## config.mk

```make
export PLATFORM = sky130hd
export DESIGN_NAME = fsp_seq_dev_flat
export DESIGN_NICKNAME = d
export VERILOG_FILES = /design/src/design/fsp_pkg.sv /design/src/design/fsp_if.sv /design/src/design/fsp_page_buf.sv /design/src/design/fsp_seq_dev.sv /design/src/flat_wrapper.sv
export SDC_FILE = /design/constraint.sdc
export NUM_CORES = 2
export LEC_CHECK = 0
export BUFFER_PORTS_ARGS = -buffer_cell sky130_fd_sc_hd__buf_2
export CAP_MARGIN = 10
export CORE_MARGIN = 2
export CORE_UTILIZATION = 56
export CTS_BUF_LIST = sky130_fd_sc_hd__clkbuf_4
export DETAILED_ROUTE_END_ITERATION = 8
export GPL_ROUTABILITY_DRIVEN = 0
export MAX_ROUTING_LAYER = met4
export PLACE_DENSITY = 0.75
export RECOVER_POWER = 100
export SLEW_MARGIN = 5
export SYNTH_ARGS = -nofsm -noshare
export SYNTH_HDL_FRONTEND = slang
export SYNTH_HIERARCHICAL = 1
export SYNTH_SLANG_ARGS = --single-unit
```

## constraint.sdc

```tcl
create_clock -name clk_i -period 4.2 [get_ports clk_i]
set_input_delay 0.84 -clock clk_i [delete_from_list [all_inputs] [get_ports clk_i]]
set_output_delay 0.84 -clock clk_i [all_outputs]
set_load 0.02 [all_outputs]
```

## src/design/fsp_pkg.sv

```systemverilog
// Shared constants for the flash self-program sequencer and its core end.
// Assumes one system clock for both ends and the flash array.
package fsp_pkg;
   // Pointer and data geometry
   localparam int PTR_W      = 16;
   localparam int DATA_W     = 16;
   localparam int WORD_W     = 6;
   localparam int PAGE_W     = 7;
   localparam int PAGE_WORDS = 64;
   localparam int WORD_LSB   = 1;
   localparam int PAGE_LSB   = 7;
   localparam logic [DATA_W-1:0] ERASED_WORD = 16'hffff;

   // Control register bits
   localparam int CTRL_W   = 8;
   localparam int BIT_EN   = 0;
   localparam int BIT_ERS  = 1;
   localparam int BIT_WRT  = 2;
   localparam int BIT_CLR  = 4;
   localparam logic [5:0] CODE_MASK = 6'h3f;

   // Command codes in the low six control bits
   localparam logic [5:0] CODE_LOAD  = 6'h01;
   localparam logic [5:0] CODE_ERASE = 6'h03;
   localparam logic [5:0] CODE_WRITE = 6'h05;
   localparam logic [5:0] CODE_CLEAR = 6'h11;

   // Store window after a control write, in clock cycles
   localparam logic [2:0] ARM_CYCLES = 3'h4;

   // Core end register map (byte addresses)
   localparam int ADR_W = 8;
   localparam logic [ADR_W-1:0] ADR_PTR    = 8'h00;
   localparam logic [ADR_W-1:0] ADR_DATA   = 8'h04;
   localparam logic [ADR_W-1:0] ADR_CMD    = 8'h08;
   localparam logic [ADR_W-1:0] ADR_STATUS = 8'h0c;
   localparam logic [ADR_W-1:0] ADR_EEWR   = 8'h10;
   localparam int CMD_NOSTORE = 8;
   localparam int STAT_BUSY   = 0;
   localparam int STAT_CTRL   = 8;
endpackage : fsp_pkg

```

## src/design/fsp_if.sv

```systemverilog
// Link between the core end and the self-program sequencer.
// Assumes both ends on the same clock; all signals are plain levels or pulses.
`timescale 1ns/10ps
interface fsp_if;
   logic                        ctrl_we;     // Control register write strobe
   logic [fsp_pkg::CTRL_W-1:0]  ctrl_wdata;  // Control register write value
   logic [fsp_pkg::CTRL_W-1:0]  ctrl_rdata;  // Control register readback
   logic                        store_op;    // Store-program operation pulse
   logic [fsp_pkg::PTR_W-1:0]   ptr;         // Address pointer
   logic [fsp_pkg::DATA_W-1:0]  data_word;   // Data word pair
   logic                        eeprom_wr;   // EEPROM write event pulse
   logic                        halt;        // Core halt request

   modport dev  (input ctrl_we, ctrl_wdata, store_op, ptr, data_word, eeprom_wr,
                 output ctrl_rdata, halt);
   modport core (output ctrl_we, ctrl_wdata, store_op, ptr, data_word, eeprom_wr,
                 input ctrl_rdata, halt);
endinterface : fsp_if

```

## src/design/fsp_page_buf.sv

```systemverilog
// Temporary page buffer: one word per write, random order, bulk clear.
// Assumes clear has priority over a write in the same cycle.
`timescale 1ns/10ps
module fsp_page_buf
(
   input  wire logic                         clk_i,
   input  wire logic                         rst_i,
   input  wire logic                         ce_i,
   input  wire logic                         clr_i,
   input  wire logic                         we_i,
   input  wire logic [fsp_pkg::WORD_W-1:0]   widx_i,
   input  wire logic [fsp_pkg::DATA_W-1:0]   wdata_i,
   input  wire logic [fsp_pkg::WORD_W-1:0]   ridx_i,
   output logic      [fsp_pkg::DATA_W-1:0]   rdata_o,
   output logic                              any_loaded_o
);
   logic [fsp_pkg::DATA_W-1:0]     mem_q [fsp_pkg::PAGE_WORDS];
   logic [fsp_pkg::DATA_W-1:0]     mem_d [fsp_pkg::PAGE_WORDS];
   logic [fsp_pkg::PAGE_WORDS-1:0] used_q;
   logic [fsp_pkg::PAGE_WORDS-1:0] used_d;
   logic [fsp_pkg::DATA_W-1:0]     rdata_d;

   ////////////////////////////////////////////////////////////////////////////
   // Next contents
   always_comb
   begin
      mem_d  = mem_q;
      used_d = used_q;
      if (clr_i)
      begin
         for (int i = 0; i < fsp_pkg::PAGE_WORDS; i++)
         begin
            mem_d[i] = fsp_pkg::ERASED_WORD;
         end
         used_d = '0;
      end
      else if (we_i)
      begin
         mem_d[widx_i]  = wdata_i;  // Any position, any order
         used_d[widx_i] = 1'b1;
      end
      rdata_d = mem_q[ridx_i];
   end

   ////////////////////////////////////////////////////////////////////////////
   // Registers
   always_ff @(posedge clk_i)
   begin
      if (rst_i)
      begin
         for (int i = 0; i < fsp_pkg::PAGE_WORDS; i++)
         begin
            mem_q[i] <= fsp_pkg::ERASED_WORD;
         end
         used_q  <= '0;
         rdata_o <= fsp_pkg::ERASED_WORD;
      end
      else if (ce_i)
      begin
         mem_q   <= mem_d;
         used_q  <= used_d;
         rdata_o <= rdata_d;
      end
   end

   assign any_loaded_o = |used_q;
endmodule : fsp_page_buf

```

## src/design/fsp_seq_dev.sv

```systemverilog
// Self-program sequencer: control register, store window, page buffer,
// erase and write requests to the flash array, core halt.
// Assumes the flash array reports completion with a one-cycle done pulse
// on the same clock and reads the buffer through its own index port.
//
// Functional notes
// - Erase page before writing it from buffer
// - One word per store; fill any phase
// - Buffer positions load in any order
// - Software uses same page for erase/write
// - Code 03 plus store erases page
// - Erase page chosen by page field only
// - Core halted for whole page erase
// - Code 01 plus store loads data word
// - Word field selects buffer location
// - Buffer clears on write, clear, reset
// - Software loads each location once
// - EEPROM write during loading loses buffer
// - Code 05 plus store writes page
// - Software zeroes non-page pointer bits for write
// - Core halted for whole page write
// - Bits clear after four idle cycles
// - Enable stays set until erase/write ends
// - Undefined codes have no effect
// - Pointer bit zero ignored on load
//
// Our own choices: the placing of the registers and the Wishbone interface to the registers.
`timescale 1ns/10ps
module fsp_seq_dev
(
   input  wire logic                         clk_i,
   input  wire logic                         rst_i,
   input  wire logic                         ce_i,
   fsp_if.dev                                link,
   output logic                              flash_erase_o,
   output logic                              flash_write_o,
   output logic      [fsp_pkg::PAGE_W-1:0]   flash_page_o,
   input  wire logic                         flash_done_i,
   input  wire logic [fsp_pkg::WORD_W-1:0]   flash_rd_idx_i,
   output logic      [fsp_pkg::DATA_W-1:0]   flash_rd_data_o
);
   typedef enum logic [3:0]
   {
      ST_IDLE  = 4'b0001,
      ST_ARMED = 4'b0010,
      ST_ERASE = 4'b0100,
      ST_WRITE = 4'b1000
   } fsp_state_t;

   fsp_state_t                 state_q;
   fsp_state_t                 state_d;
   logic [fsp_pkg::CTRL_W-1:0] ctrl_q;
   logic [fsp_pkg::CTRL_W-1:0] ctrl_d;
   logic [2:0]                 timer_q;
   logic [2:0]                 timer_d;
   logic                       erase_q;
   logic                       erase_d;
   logic                       write_q;
   logic                       write_d;
   logic [fsp_pkg::PAGE_W-1:0] page_q;
   logic [fsp_pkg::PAGE_W-1:0] page_d;
   logic                       buf_clr;
   logic                       buf_we;
   logic                       any_loaded;
   logic [5:0]                 code;

   // Page field of the pointer
   function automatic logic [fsp_pkg::PAGE_W-1:0] page_of(input logic [fsp_pkg::PTR_W-1:0] p);
      page_of = p[fsp_pkg::PAGE_LSB +: fsp_pkg::PAGE_W];
   endfunction : page_of

   // Word-in-page field of the pointer, byte bit dropped
   function automatic logic [fsp_pkg::WORD_W-1:0] word_of(input logic [fsp_pkg::PTR_W-1:0] p);
      word_of = p[fsp_pkg::WORD_LSB +: fsp_pkg::WORD_W];
   endfunction : word_of

   // Only defined combinations are taken
   function automatic logic code_valid(input logic [5:0] c);
      code_valid = (c == fsp_pkg::CODE_LOAD) || (c == fsp_pkg::CODE_ERASE) ||
                   (c == fsp_pkg::CODE_WRITE) || (c == fsp_pkg::CODE_CLEAR);
   endfunction : code_valid

   assign code = ctrl_q[5:0] & fsp_pkg::CODE_MASK;

   ////////////////////////////////////////////////////////////////////////////
   // Sequencer next state
   always_comb
   begin
      state_d = state_q;
      ctrl_d  = ctrl_q;
      timer_d = timer_q;
      erase_d = 1'b0;
      write_d = 1'b0;
      page_d  = page_q;
      buf_clr = 1'b0;
      buf_we  = 1'b0;
      unique case (state_q)
         ST_IDLE:
         begin
            if (link.ctrl_we && code_valid(link.ctrl_wdata[5:0]))
            begin
               ctrl_d  = {2'h0, link.ctrl_wdata[5:0]};
               timer_d = fsp_pkg::ARM_CYCLES;
               state_d = ST_ARMED;
            end
         end
         ST_ARMED:
         begin
            if (link.store_op)
            begin
               unique case (code)
                  fsp_pkg::CODE_ERASE:
                  begin
                     page_d  = page_of(link.ptr);
                     erase_d = 1'b1;
                     state_d = ST_ERASE;
                  end
                  fsp_pkg::CODE_WRITE:
                  begin
                     page_d  = page_of(link.ptr);
                     write_d = 1'b1;
                     state_d = ST_WRITE;
                  end
                  fsp_pkg::CODE_CLEAR:
                  begin
                     buf_clr = 1'b1;
                     ctrl_d  = '0;
                     state_d = ST_IDLE;
                  end
                  default:
                  begin
                     buf_we  = 1'b1;
                     ctrl_d  = '0;
                     state_d = ST_IDLE;
                  end
               endcase
            end
            else if (timer_q == 3'h1)
            begin
               ctrl_d  = '0;
               state_d = ST_IDLE;
            end
            else
            begin
               timer_d = timer_q - 3'h1;
            end
         end
         ST_ERASE:
         begin
            if (flash_done_i)
            begin
               ctrl_d  = '0;
               state_d = ST_IDLE;
            end
         end
         ST_WRITE:
         begin
            if (flash_done_i)
            begin
               buf_clr = 1'b1;
               ctrl_d  = '0;
               state_d = ST_IDLE;
            end
         end
         default:
         begin
            ctrl_d  = '0;
            state_d = ST_IDLE;
         end
      endcase
      // EEPROM write while words are loaded drops them
      if (link.eeprom_wr && any_loaded)
      begin
         buf_clr = 1'b1;
      end
   end

   ////////////////////////////////////////////////////////////////////////////
   // Sequencer registers
   always_ff @(posedge clk_i)
   begin
      if (rst_i)
      begin
         state_q       <= ST_IDLE;
         ctrl_q        <= '0;
         timer_q       <= 3'h0;
         erase_q       <= 1'b0;
         write_q       <= 1'b0;
         page_q        <= '0;
      end
      else if (ce_i)
      begin
         state_q       <= state_d;
         ctrl_q        <= ctrl_d;
         timer_q       <= timer_d;
         erase_q       <= erase_d;
         write_q       <= write_d;
         page_q        <= page_d;
      end
   end

   ////////////////////////////////////////////////////////////////////////////
   // Temporary page buffer
   fsp_page_buf u_buf
   (
      .clk_i        (clk_i),
      .rst_i        (rst_i),
      .ce_i         (ce_i),
      .clr_i        (buf_clr),
      .we_i         (buf_we),
      .widx_i       (word_of(link.ptr)),
      .wdata_i      (link.data_word),
      .ridx_i       (flash_rd_idx_i),
      .rdata_o      (flash_rd_data_o),
      .any_loaded_o (any_loaded)
   );

   ////////////////////////////////////////////////////////////////////////////
   // Outputs
   assign flash_erase_o   = erase_q;
   assign flash_write_o   = write_q;
   assign flash_page_o    = page_q;
   assign link.ctrl_rdata = ctrl_q;
   assign link.halt       = (state_q == ST_ERASE) || (state_q == ST_WRITE);
endmodule : fsp_seq_dev

```

## src/flat_wrapper.sv

```systemverilog
// flat-port wrapper written by rule: the top's interface ports become plain ports
module fsp_seq_dev_flat 
  (clk_i, rst_i, ce_i, flash_erase_o, flash_write_o, flash_page_o, flash_done_i, flash_rd_idx_i, flash_rd_data_o, link_ctrl_we, link_ctrl_wdata, link_store_op, link_ptr, link_data_word, link_eeprom_wr, link_ctrl_rdata, link_halt);
  fsp_if link_i ();
  input  wire logic clk_i;
  input  wire logic rst_i;
  input  wire logic ce_i;
  output logic flash_erase_o;
  output logic flash_write_o;
  output logic      [fsp_pkg::PAGE_W-1:0] flash_page_o;
  input  wire logic flash_done_i;
  input  wire logic [fsp_pkg::WORD_W-1:0] flash_rd_idx_i;
  output logic      [fsp_pkg::DATA_W-1:0] flash_rd_data_o;
  input wire logic [$bits(link_i.ctrl_we)-1:0] link_ctrl_we;
  input wire logic [$bits(link_i.ctrl_wdata)-1:0] link_ctrl_wdata;
  input wire logic [$bits(link_i.store_op)-1:0] link_store_op;
  input wire logic [$bits(link_i.ptr)-1:0] link_ptr;
  input wire logic [$bits(link_i.data_word)-1:0] link_data_word;
  input wire logic [$bits(link_i.eeprom_wr)-1:0] link_eeprom_wr;
  output wire logic [$bits(link_i.ctrl_rdata)-1:0] link_ctrl_rdata;
  output wire logic [$bits(link_i.halt)-1:0] link_halt;
  assign link_i.ctrl_we = link_ctrl_we;
  assign link_i.ctrl_wdata = link_ctrl_wdata;
  assign link_i.store_op = link_store_op;
  assign link_i.ptr = link_ptr;
  assign link_i.data_word = link_data_word;
  assign link_i.eeprom_wr = link_eeprom_wr;
  assign link_ctrl_rdata = link_i.ctrl_rdata;
  assign link_halt = link_i.halt;
  fsp_seq_dev u_core (.clk_i(clk_i), .rst_i(rst_i), .ce_i(ce_i), .link(link_i), .flash_erase_o(flash_erase_o), .flash_write_o(flash_write_o), .flash_page_o(flash_page_o), .flash_done_i(flash_done_i), .flash_rd_idx_i(flash_rd_idx_i), .flash_rd_data_o(flash_rd_data_o));
endmodule
```

==> impl_metrics.tcl <==
set metrics [dict create \
    hpwlAfterDp_microns 89360 \
    failed_checks "max-capacitance violations, max-slew violations" \
    maxSlewHeadroom_pct -54.23 \
    wl_per_cell_microns 20.55 \
    overflow 0 \
    drv_cap 1 \
    clkPwrFrac_pct 43.6 \
    start_util_pct 56.59 \
    setup_viol_count_final 0 \
    min_period_ns 4.045 \
    finalCritPeriodShare_pct 96.30 \
    worstPathRequired_ns 5.17 \
    ys_types 69 \
    seqPwrFrac_pct 50.8 \
    hold_viol 0 \
    slew_violations 60 \
    pre_cts_ws_ns 0.06291 \
    grt_pass1_vias 39460 \
    intPower_uw 15830 \
    die_x_microns 295.0 \
    worst_pin_slew_ns 2.313 \
    hold_class "in2reg" \
    drive_above_1_share_pct 15.01 \
    htree_levels 5 \
    avgSynthCellArea_sq_um 8.421 \
    cts.path.max_buffers 4 \
    wl_met2_microns 65530 \
    synth.most_common_cell "nand2_1" \
    peakVddDrop_uv 285.2 \
    worstPathArrival_ns 5.02 \
    clk_pin_slew_ns 0.07 \
    portBuffers 79 \
    final_core_util_pct 62.21 \
    finalNetCount 5748 \
    cts_tree "done" \
    grtUsageTotal_pct 33.76 \
    power_frac_comb_pct 5.6 \
    insertion_delay_ns 1.22 \
    antenna_found_initial 13 \
    coreArea_sq_um 83820 \
    clkSinkCount 1126 \
    fmax_mhz 247.2 \
    async_flop_share_pct 0 \
    routed_wirelength_microns 144400 \
    netlist_area_sq_um 47440 \
    tns_ns 0 \
    grt_pass1_wl_microns 222200 \
    synth.area.top_cells "dfxtp_1, nand2_1, nand3_1" \
    io_pins 87 \
    outcome "complete, but fails checks" \
    numCtsBuffers 301 \
    startpoint_type "flop" \
    reg2reg_slack_ns 0.16 \
    synth_common_cells "nand2_1, dfxtp_1, nand3_1, clkbuf_1, mux4_2" \
    wl_met1_microns 57270 \
    drcViolationCount 0 \
    placementRows 106 \
    area_delta_synth_final_pct 9.933 \
    timing.final.ws_setup_ns 0.1553 \
    leakage_uw 0.02353 \
    ant_nets 0 \
    firstDrtPassIters 8 \
    ys_ff_latch 1126 \
    p_switching_uw 5291 \
    critical_path_class "reg2reg" \
    synthFlopType "dfxtp_1" \
    ys_seq_area_share_pct 47.52 \
    ctsRootBufferMaster "clkbuf_4" \
    vias_per_cell 5.943 \
    die_y_microns 295.0 \
    wl_met3_microns 15240 \
    synth_edf_count 0 \
    sw_frac_of_total_pct 25.05 \
    via_count 41770 \
    synth_area_leader_cell "dfxtp_1" \
    critPathMaxFanout 135 \
    hold_ws_ns 0.08742 \
    rsz0062_at_grt "no" \
    highest_layer "met4" \
    synth_top_area_share_pct 47.52 \
    total_power_uw 21120 \
    powerDensity_nw_per_um2 405.1 \
    drtIter0Drc 4845 \
    dieArea_sq_um 87050 \
    finalClockSkew_ns 0.08989 \
    yosysWarnings 6 \
    grt_max_degree 160 \
    critPathCaptureType "flop" \
    synth_cells 5633 \
]
metal layers:
metal	GRT usage, %	up-vias
met4	16.97	0
met5	-	-
li1	-	19400
met3	6.976	439
met1	43.65	19760
met2	50.36	2177
path summary, 6_finish.rpt:
path	startpoint	endpoint	depth (start not counted)
setup / recovery	u_core/u_buf/used_q[6]$_SDFFE_PP0P_	u_core/u_buf/mem_q[564]$_SDFFE_PP1P_	8
setup reg to reg	u_core/u_buf/used_q[6]$_SDFFE_PP0P_	u_core/u_buf/mem_q[564]$_SDFFE_PP1P_	8
hold / removal	link_store_op	u_core/timer_q[1]$_SDFFE_PP0P_	4
hold reg to reg	u_core/u_buf/mem_q[42]$_SDFFE_PP1P_	u_core/u_buf/mem_q[42]$_SDFFE_PP1P_	2
power groups by stage:
stage	registers [uW]	clock network (uW)	logic (uW)
6_report	10700	9210	1180
5_1_grt	10700	9920	1220
4_1_cts	10700	9350	1160
3_5_place_dp	11000	0	1150
3_3_place_gp	11000	0	1150
2_1_floorplan	11000	0	733
layout make-up:
class,instances,area (sq um)
Antenna cell,17,42.54
Clock buffer,425,3191
Clock inverter,62,326.6
Fill cell,7169,31670
Inverter,6,22.52
Multi-Input combinational cell,4003,22730
Sequential cell,1126,22540
Tap cell,1134,1419
Timing Repair Buffer,255,1872
per-stage QoR:
stage	instance area [sq um]	cells
final	52150	7028
after global routing	52140	7024
after CTS	52290	7011
after detailed placement	48680	6514
after global placement	48680	6514
after floorplan	47440	5634
cell families after synthesis:
kind of cell | count (synthesis) | share of synthesized area (%)
buffers and inverters | 505 | 4.566
XOR/XNOR | 3 | 0.05540
AO/OA/AOI/OAI | 338 | 5.341
flip-flops | 1126 | 47.52
other | 1 | 0.007905
multiplexers | 348 | 12.41
AND/OR/NAND/NOR | 3310 | 30.05
adder cells (fa/ha/maj) | 2 | 0.05274
flip-flops by register name, indices dropped and copies added (netlist names):
name,cells
u_core/timer_q,3
u_core/flash_write_o,1
u_core/link.ctrl_rdata,6
u_core/u_buf/mem_q,1024
u_core/flash_erase_o,1
u_core/state_q,4
u_core/flash_page_o,7
u_core/u_buf/rdata_o,16
u_core/u_buf/used_q,64
worst max-delay path, stage by stage (launching register included):
cell	delay, ns
dfxtp_1	0.32
nor4_1	0.48
nand4_1	0.21
or4_1	0.74
a21oi_1	0.29
o41ai_4	0.21
a21oi_2	0.52
buf_6	0.80
nand3_1	0.18
repair_timing:
item / 4_1_cts / 5_1_grt
setup endpoints to repair: 0 / 151
hold buffers: 10 / 0
setup buffers: 0 / 0
gates resized for setup: 0 / 1
hold endpoints to repair: 10 / 0
placed cells by master, fill, tap and decap left out, types with 14 or more instances in the layout:
master,count
mux2i_1,156
clkinv_1,46
a221oi_2,14
mux4_2,192
buf_4,126
a31oi_1,20
nand3_1,1027
o22ai_1,30
nor4_1,19
clkbuf_1,42
o211ai_1,16
nand2b_1,34
nor2_1,67
nand2_1,2062
diode_2,17
clkbuf_4,427
buf_2,46
dfxtp_1,1126
buf_12,17
or3_1,19
a22oi_1,111
a21oi_1,35
o21a_1,65
a22o_1,16
Note: power is estimated with default switching activity, not from simulation.
